==> config.mk <==
export PLATFORM = sky130hd
export DESIGN_NAME = serial_flash_status_register
export DESIGN_NICKNAME = d
export VERILOG_FILES = /design/src/logic/status_reg_pkg.sv /design/src/logic/pin_sync.sv /design/src/logic/serial_flash_status_register.sv
export SDC_FILE = /design/constraint.sdc
export NUM_CORES = 1
export LEC_CHECK = 0
export BUFFER_PORTS_ARGS = -buffer_cell sky130_fd_sc_hd__buf_2
export CAP_MARGIN = 20
export CORE_MARGIN = 5
export CORE_UTILIZATION = 47
export DETAILED_ROUTE_END_ITERATION = 12
export PLACE_DENSITY = 0.69
export SYNTH_ARGS = -nofsm -noshare
export SYNTH_HDL_FRONTEND = slang
export SYNTH_HIERARCHICAL = 1
export SYNTH_SLANG_ARGS = --single-unit
==> constraint.sdc <==
create_clock -name i_sys_clk -period 3.4 [get_ports i_sys_clk]
set_input_delay 0.17 -clock i_sys_clk [delete_from_list [all_inputs] [get_ports i_sys_clk]]
set_output_delay 0.17 -clock i_sys_clk [all_outputs]
set_load 0.1 [all_outputs]
==> src/logic/status_reg_pkg.sv <==
// Constants shared by the serial status register block
package status_reg_pkg;
  localparam logic [7:0] OPC_STATUS_READ = 8'hD7;
  localparam int         BYTE_BITS       = 8;
  localparam logic [2:0] BIT_CNT_RESET   = 3'h0;
  localparam logic [2:0] BIT_CNT_LAST    = 3'h7;
  // Second status byte field positions
  localparam int B2_READY      = 7;
  localparam int B2_SPARE_HI   = 6;
  localparam int B2_EP_FAIL    = 5;
  localparam int B2_SPARE_LO   = 4;
  localparam int B2_LOCKDOWN   = 3;
  localparam int B2_PS_SECOND  = 2;
  localparam int B2_PS_FIRST   = 1;
  localparam int B2_ERASE_SUSP = 0;
  // First status byte field positions
  localparam int B1_READY      = 7;
  localparam int B1_COMPARE    = 6;
  localparam int B1_DENS_HI    = 5;
  localparam int B1_DENS_LO    = 2;
  localparam int B1_PROTECT    = 1;
  localparam int B1_PAGE_512   = 0;
  // Values after reset
  localparam logic RST_COMPARE  = 1'b0;
  localparam logic RST_EP_FAIL  = 1'b0;
  localparam logic RST_SO       = 1'b0;
  localparam logic RST_SO_OE    = 1'b0;
  localparam logic [7:0] RST_SHIFT = 8'h00;
  typedef enum logic [3:0] {
    ST_IDLE   = 4'b0001,
    ST_OPCODE = 4'b0010,
    ST_STATUS = 4'b0100,
    ST_IGNORE = 4'b1000
  } link_state_t;
endpackage

==> src/logic/pin_sync.sv <==
// Two-stage synchroniser with edge pulses for the serial pins
`timescale 1ns/10ps
`default_nettype none
module pin_sync
(
  input  wire logic i_sys_clk,
  input  wire logic i_rst,
  input  wire logic i_cs_n,
  input  wire logic i_sck,
  input  wire logic i_si,
  output var  logic o_cs_n,
  output var  logic o_si,
  output var  logic o_sck_rise,
  output var  logic o_sck_fall
);
  logic [2:0] meta;
  logic [2:0] sync;
  logic       sck_prev;
  logic [2:0] next_meta;
  logic [2:0] next_sync;
  logic       next_sck_prev;

  always_comb
  begin
    next_meta     = {i_cs_n, i_sck, i_si};
    next_sync     = meta;
    next_sck_prev = sync[1];
  end

  always_ff @(posedge i_sys_clk)
  begin
    if (i_rst)
    begin
      meta     <= 3'b100;
      sync     <= 3'b100;
      sck_prev <= 1'b0;
    end
    else
    begin
      meta     <= next_meta;
      sync     <= next_sync;
      sck_prev <= next_sck_prev;
    end
  end

  always_comb
  begin
    o_cs_n     = sync[2];
    o_si       = sync[0];
    o_sck_rise = sync[1] & ~sck_prev;
    o_sck_fall = ~sync[1] & sck_prev;
  end
endmodule
`default_nettype wire

==> src/logic/serial_flash_status_register.sv <==
// Two-byte read-only status register with serial status-read port
//
// Operation
// - Second byte bit 7 is 0 while busy, 1 when ready.
// - Second byte bits 6 and 4 always read 0.
// - Failure flag set when a byte failed erase or program.
// - Aborted erase or program never sets the failure flag.
// - Failure flag refreshed at every erase or program end.
// - Second byte bit 3 is 1 while sector lockdown stays usable.
// - Second byte bit 2 shows program suspended using second buffer.
// - Second-buffer writes ignored while its suspend flag is set.
// - Second byte bit 1 shows program suspended using first buffer.
// - First-buffer writes ignored while its suspend flag is set.
// - Second byte bit 0 shows any erase scope suspended.
// - Compare flag is 1 when latest compare found a difference.
// - Four-bit density field is a fixed legacy code.
// - Protection flag shows sector protection enabled by any method.
// - Page-size flag is 1 for 512-byte pages, 0 for 528.
// - Opcode D7h starts status bytes one, two, repeating while selected.
// - First byte: ready, compare, density 5:2, protect, page size.
// - Ready is re-sampled for every byte shifted out.
// - Deselect ends the read at any point and floats the output.
`timescale 1ns/10ps
`default_nettype none
module serial_flash_status_register
#(
  parameter logic [3:0] DENSITY_CODE = 4'h5  // Arbitrary value
)
(
  input  wire logic i_sys_clk,
  input  wire logic i_rst,
  input  wire logic i_cs_n,
  input  wire logic i_sck,
  input  wire logic i_si,
  output var  logic o_so,
  output var  logic o_so_oe,
  input  wire logic i_busy,
  input  wire logic i_compare_done,
  input  wire logic i_compare_mismatch,
  input  wire logic i_ep_done,
  input  wire logic i_ep_fail,
  input  wire logic i_ep_aborted,
  input  wire logic i_lockdown_allowed,
  input  wire logic i_prog_suspend_first,
  input  wire logic i_prog_suspend_second,
  input  wire logic i_erase_suspended,
  input  wire logic i_protect_enabled,
  input  wire logic i_page_512,
  input  wire logic i_buf1_write_req,
  input  wire logic i_buf2_write_req,
  output var  logic o_buf1_write_grant,
  output var  logic o_buf2_write_grant,
  output var  logic [7:0] o_status_second_byte
);
  logic                       cs_n;
  logic                       si;
  logic                       sck_rise;
  logic                       sck_fall;

  pin_sync u_pin_sync
  (
    .i_sys_clk  (i_sys_clk),
    .i_rst      (i_rst),
    .i_cs_n     (i_cs_n),
    .i_sck      (i_sck),
    .i_si       (i_si),
    .o_cs_n     (cs_n),
    .o_si       (si),
    .o_sck_rise (sck_rise),
    .o_sck_fall (sck_fall)
  );

  // Status flag state
  logic       compare_flag;
  logic       erase_program_fail_flag;
  logic       lockdown_allowed_flag;
  logic       prog_suspend_first_buffer;
  logic       prog_suspend_second_buffer;
  logic       erase_suspended_flag;
  logic       ready;
  logic       protect_flag;
  logic       page_512_flag;
  logic       next_compare_flag;
  logic       next_erase_program_fail_flag;
  logic       next_buf1_grant;
  logic       next_buf2_grant;
  logic [7:0] first_byte;
  logic [7:0] status_second_byte;

  always_comb
  begin
    next_compare_flag = compare_flag;
    if (i_compare_done)
    begin
      next_compare_flag = i_compare_mismatch;
    end
    next_erase_program_fail_flag = erase_program_fail_flag;
    if (i_ep_done)
    begin
      next_erase_program_fail_flag = i_ep_fail & ~i_ep_aborted;
    end
    next_buf1_grant = i_buf1_write_req & ~prog_suspend_first_buffer;
    next_buf2_grant = i_buf2_write_req & ~prog_suspend_second_buffer;
  end

  always_ff @(posedge i_sys_clk)
  begin
    if (i_rst)
    begin
      compare_flag               <= status_reg_pkg::RST_COMPARE;
      erase_program_fail_flag    <= status_reg_pkg::RST_EP_FAIL;
      lockdown_allowed_flag      <= 1'b0;
      prog_suspend_first_buffer  <= 1'b0;
      prog_suspend_second_buffer <= 1'b0;
      erase_suspended_flag       <= 1'b0;
      ready                      <= 1'b0;
      protect_flag               <= 1'b0;
      page_512_flag              <= 1'b0;
      o_buf1_write_grant         <= 1'b0;
      o_buf2_write_grant         <= 1'b0;
      o_status_second_byte       <= 8'h00;
    end
    else
    begin
      compare_flag               <= next_compare_flag;
      erase_program_fail_flag    <= next_erase_program_fail_flag;
      lockdown_allowed_flag      <= i_lockdown_allowed;
      prog_suspend_first_buffer  <= i_prog_suspend_first;
      prog_suspend_second_buffer <= i_prog_suspend_second;
      erase_suspended_flag       <= i_erase_suspended;
      ready                      <= ~i_busy;
      protect_flag               <= i_protect_enabled;
      page_512_flag              <= i_page_512;
      o_buf1_write_grant         <= next_buf1_grant;
      o_buf2_write_grant         <= next_buf2_grant;
      o_status_second_byte       <= status_second_byte;
    end
  end

  always_comb
  begin
    status_second_byte = 8'h00;
    status_second_byte[status_reg_pkg::B2_READY]      = ready;
    status_second_byte[status_reg_pkg::B2_SPARE_HI]   = 1'b0;
    status_second_byte[status_reg_pkg::B2_EP_FAIL]    = erase_program_fail_flag;
    status_second_byte[status_reg_pkg::B2_SPARE_LO]   = 1'b0;
    status_second_byte[status_reg_pkg::B2_LOCKDOWN]   = lockdown_allowed_flag;
    status_second_byte[status_reg_pkg::B2_PS_SECOND]  = prog_suspend_second_buffer;
    status_second_byte[status_reg_pkg::B2_PS_FIRST]   = prog_suspend_first_buffer;
    status_second_byte[status_reg_pkg::B2_ERASE_SUSP] = erase_suspended_flag;
    first_byte = 8'h00;
    first_byte[status_reg_pkg::B1_READY]    = ready;
    first_byte[status_reg_pkg::B1_COMPARE]  = compare_flag;
    first_byte[status_reg_pkg::B1_DENS_HI:status_reg_pkg::B1_DENS_LO] = DENSITY_CODE;
    first_byte[status_reg_pkg::B1_PROTECT]  = protect_flag;
    first_byte[status_reg_pkg::B1_PAGE_512] = page_512_flag;
  end

  // Serial link state
  status_reg_pkg::link_state_t state;
  status_reg_pkg::link_state_t next_state;
  logic [2:0] bit_cnt;
  logic [2:0] next_bit_cnt;
  logic [7:0] shift;
  logic [7:0] next_shift;
  logic       byte_sel;
  logic       next_byte_sel;
  logic       next_so;
  logic       next_so_oe;
  logic [7:0] load_byte;

  always_comb
  begin
    next_state    = state;
    next_bit_cnt  = bit_cnt;
    next_shift    = shift;
    next_byte_sel = byte_sel;
    next_so       = o_so;
    next_so_oe    = o_so_oe;
    // Ready taken fresh at each byte load
    load_byte     = byte_sel ? status_second_byte : first_byte;
    if (cs_n)
    begin
      next_state   = status_reg_pkg::ST_IDLE;
      next_so_oe   = 1'b0;
      next_bit_cnt = status_reg_pkg::BIT_CNT_RESET;
    end
    else
    begin
      case (state)
        status_reg_pkg::ST_IDLE:
        begin
          next_state   = status_reg_pkg::ST_OPCODE;
          next_bit_cnt = status_reg_pkg::BIT_CNT_RESET;
        end
        status_reg_pkg::ST_OPCODE:
        begin
          if (sck_rise)
          begin
            next_shift   = {shift[6:0], si};
            next_bit_cnt = bit_cnt + 3'h1;
            if (bit_cnt == status_reg_pkg::BIT_CNT_LAST)
            begin
              next_byte_sel = 1'b0;
              if ({shift[6:0], si} == status_reg_pkg::OPC_STATUS_READ)
              begin
                next_state = status_reg_pkg::ST_STATUS;
              end
              else
              begin
                next_state = status_reg_pkg::ST_IGNORE;
              end
            end
          end
        end
        status_reg_pkg::ST_STATUS:
        begin
          next_so_oe = 1'b1;
          if (sck_rise)
          begin
            next_bit_cnt = bit_cnt + 3'h1;
          end
          if (sck_fall)
          begin
            if (bit_cnt == status_reg_pkg::BIT_CNT_RESET)
            begin
              next_so       = load_byte[7];
              next_shift    = {load_byte[6:0], 1'b0};
              next_byte_sel = ~byte_sel;
            end
            else
            begin
              next_so    = shift[7];
              next_shift = {shift[6:0], 1'b0};
            end
          end
        end
        status_reg_pkg::ST_IGNORE:
        begin
          next_so_oe = 1'b0;
        end
        default:
        begin
          next_state = status_reg_pkg::ST_IDLE;
        end
      endcase
    end
  end

  always_ff @(posedge i_sys_clk)
  begin
    if (i_rst)
    begin
      state    <= status_reg_pkg::ST_IDLE;
      bit_cnt  <= status_reg_pkg::BIT_CNT_RESET;
      shift    <= status_reg_pkg::RST_SHIFT;
      byte_sel <= 1'b0;
      o_so     <= status_reg_pkg::RST_SO;
      o_so_oe  <= status_reg_pkg::RST_SO_OE;
    end
    else
    begin
      state    <= next_state;
      bit_cnt  <= next_bit_cnt;
      shift    <= next_shift;
      byte_sel <= next_byte_sel;
      o_so     <= next_so;
      o_so_oe  <= next_so_oe;
    end
  end
endmodule
`default_nettype wire

==> flow_metrics.env <==
export IMPL_outcome="completed"
export IMPL_rows=22
export IMPL_reg2regPathDepth=5
export IMPL_min_period_ps=1911
export IMPL_path_class="reg2reg"
export IMPL_fin_setup_tns_ps=0
export IMPL_cts_resized=0
export IMPL_final_nets=224
export IMPL_antenna_found_initial=0
export IMPL_setup_viol=0
export IMPL_post_route_period_util_pct=56.20
export IMPL_ir_drop_mv=0.2730
export IMPL_slew_headroom_pct=56.30
export IMPL_power_mw=0.8859
export IMPL_initial_core_util_pct=48.51
export IMPL_overflow=0
export IMPL_synth_seq_area_share_pct=46.99
export IMPL_path_clk_slew_ps=70
export IMPL_highest_layer="met4"
export IMPL_drtIter0Drc=49
export IMPL_cts_sinks=42
export IMPL_n_antenna_cell=0
export IMPL_synth_cells=177
export IMPL_finalMaxSlewViolations=0
export IMPL_p_switching_mw=0.2187
export IMPL_cp_start_kind="flop"
export IMPL_root_buffer="clkbuf_8"
export IMPL_layout_drive_gt1_share_pct=24.26
export IMPL_htreeDepth=2
export IMPL_dr_wl_met2_um=1586
export IMPL_die_y_um=71.70
export IMPL_port_buffer_count=28
export IMPL_grt_util_all_layers_pct=14.19
export IMPL_crit_path_cell_trace="nor2b_1 -> nand3b_1 -> a2111o_1 -> a21oi_1 -> mux2_1"
export IMPL_hold_depth=2
export IMPL_postRouteAntennaNets=0
export IMPL_slowest_stage="a2111o_1"
export IMPL_worst_pin_slew_ps=655.5
export IMPL_synthAdderAreaFrac_pct=2.098
export IMPL_drt_total_wl_um=3272
export IMPL_clk_latency_ps=290
export IMPL_rsz0062_at_grt="false"
export IMPL_final_common_cell="dfxtp_1"
export IMPL_cp_required_ps=3580
export IMPL_comb_power_share_pct=8.6
export IMPL_synth_compound_area_share_pct=14.48
export IMPL_wl_per_cell_um=13.09
export IMPL_p_seq_share_pct=57.9
export IMPL_grt_pass1_vias=1290
export IMPL_postCtsSetupRepairBufs=0
export IMPL_num_vias=1304
export IMPL_max_freq_mhz=523.3
export IMPL_p_int_mw=0.6672
export IMPL_synthToLayoutAreaGrowth_pct=11.47
export IMPL_synthDistinctLibCells=50
export IMPL_drt_met1_wl_um=1437
export IMPL_synthXorXnorAreaFrac_pct=0.4895
export IMPL_synth_top_cell_by_area="dfxtp_1"
export IMPL_place_hpwl_um=2343
export IMPL_synth_top_area_share_pct=46.99
export IMPL_grt_pass1_wl_um=5761
export IMPL_slowest_delay_ps=540
export IMPL_path_max_fanout=6
export IMPL_layout_common_cells="dfxtp_1 (42), buf_2 (28), nor2b_1 (23), nor2_1 (13), nand2_1 (7)"
export IMPL_die_area_sq_mm=0.005141
export IMPL_drc=0
export IMPL_critPathArrivalTime_ps=2090
export IMPL_synth_seq_cells=42
export IMPL_cts_tree="yes"
export IMPL_cp_num_buf_inv=0
export IMPL_synthMuxAreaShare_pct=3.497
export IMPL_core_area_sq_mm=0.003689
export IMPL_worst_path_stages=5
export IMPL_routabilityCongestion=0.8002
export IMPL_syn_cell_area_sq_mm=0.001789
export IMPL_ys_flop_type="dfxtp_1"
export IMPL_synth_edff_count=0
export IMPL_powerDensity_mw_per_mm2=444.2
export IMPL_synth_top_cells_by_area="dfxtp_1 (47%), nor2b_1 (8.0%), nor2_1 (2.7%)"
export IMPL_die_width_um=71.70
export IMPL_clkPwrFrac_pct=33.5
export IMPL_cts_hold_buf=0
export IMPL_end_kind="flop"
export IMPL_timing_critical_path_max_delay_family="compound AO/OA/AOI/OAI gates"
export IMPL_viasPerCell=5.216
export IMPL_hold_class="in2reg"
export IMPL_report_final_hold_viol_count=0
export IMPL_wl_met3_um=196
export IMPL_synth_top_family_by_area="simple AND/OR/NAND/NOR gates"
export IMPL_grt_max_degree=38
export IMPL_yosys_area_share_simple_pct=26.57
export IMPL_yosysWarnings=6
export IMPL_leakagePower_nw=0.7592
export IMPL_cts_buffers=5
export IMPL_async_flop_share_pct=0
export IMPL_pin_count=31
export IMPL_syn_area_per_cell_sq_um=10.11
export IMPL_first_pass_iters=4
export IMPL_swShare_pct=24.69
export IMPL_drv_cap=0
export IMPL_cts_buffer_depth=2
export IMPL_clock_skew_final_ps=2.448
## worst register-to-register path: cells and delay by family, from the launching register on
family | cells | cell delay, ps
DFF | 1 | 330
and+or+nand+nor | 2 | 450
muxes | 1 | 330
AOI/OAI and AO/OA | 2 | 700
## path summary, 6_finish.rpt
| check | from | endpoint | slack [ps] |
|---|---|---|---|
| max | u_pin_sync/sync[1] | byte_sel | 1490 |
| min | i_busy | ready | 20 |
| max reg2reg | u_pin_sync/sync[1] | byte_sel | 1490 |
| min reg2reg | u_pin_sync/meta[2] | u_pin_sync/sync[2] | 410 |
## cell usage after synthesis, drive strengths merged (3+ instances only)
library cell	instances
dfxtp	42
nor2b	23
nor2	14
buf	7
nand2	7
a21oi	6
clkbuf	5
nand3b	5
nor3b	5
inv	4
mux2i	4
nand3	4
a211oi	3
a31oi	3
ha	3
nand2b	3
or2	3
## cell families after synthesis
logic type | Yosys count
AND/OR/NAND/NOR | 76
flip-flops | 42
AO/OA/AOI/OAI | 32
buffers and inverters | 16
multiplexers | 6
adder cells (fa/ha/maj) | 3
other | 1
XOR/XNOR | 1
## sequential cells by signal, summed over array words and instances (netlist names), 3 cells and up
register and flops:
bit_cnt 3, u_pin_sync/meta 3, o_status_second_byte 6, state 4
shift 8, u_pin_sync/sync 3
## metal layers
layer | up-vias | GRT usage, %
met5 | - | 0
met4 | 0 | 5.637
met1 | 608 | 16.08
met3 | 5 | 4.067
met2 | 28 | 24.90
li1 | 663 | -
## power groups by stage
stage / clock network (mW) / registers (mW) / logic, mW
after floorplan: 0 / 0.549 / 0.0353
after global placement: 0 / 0.524 / 0.0756
after detailed placement: 0 / 0.524 / 0.0772
after CTS: 0.311 / 0.513 / 0.0774
after global routing: 0.332 / 0.515 / 0.0816
final: 0.296 / 0.513 / 0.0765
## area by class of cell
cell class / instances / area (sq um)
Clock inverter: 1 / 7.507
Inverter: 4 / 15.01
Multi-Input combinational cell: 120 / 850.8
Timing Repair Buffer: 29 / 147.6
Clock buffer: 6 / 72.57
Fill cell: 355 / 1694
Tap cell: 48 / 60.06
Sequential cell: 42 / 840.8
## through the flow
| step | hold slack, ps | instances | util [%] | cell area, sq um | setup WS (ps) |
|---|---|---|---|---|---|
| floorplan | 236.7 | 178 | - | 1793 | 1650 |
| global placement | 320.2 | 243 | 51.90 | 1914 | 1561 |
| detailed placement | 327.1 | 243 | 51.90 | 1914 | 1492 |
| CTS | 22.08 | 250 | 54.07 | 1994 | 1475 |
| global route | 19.55 | 250 | 54.07 | 1994 | 1370 |
| finish | 22.61 | 250 | 54.07 | 1994 | 1489 |
Note: power is estimated with default switching activity, not from simulation.
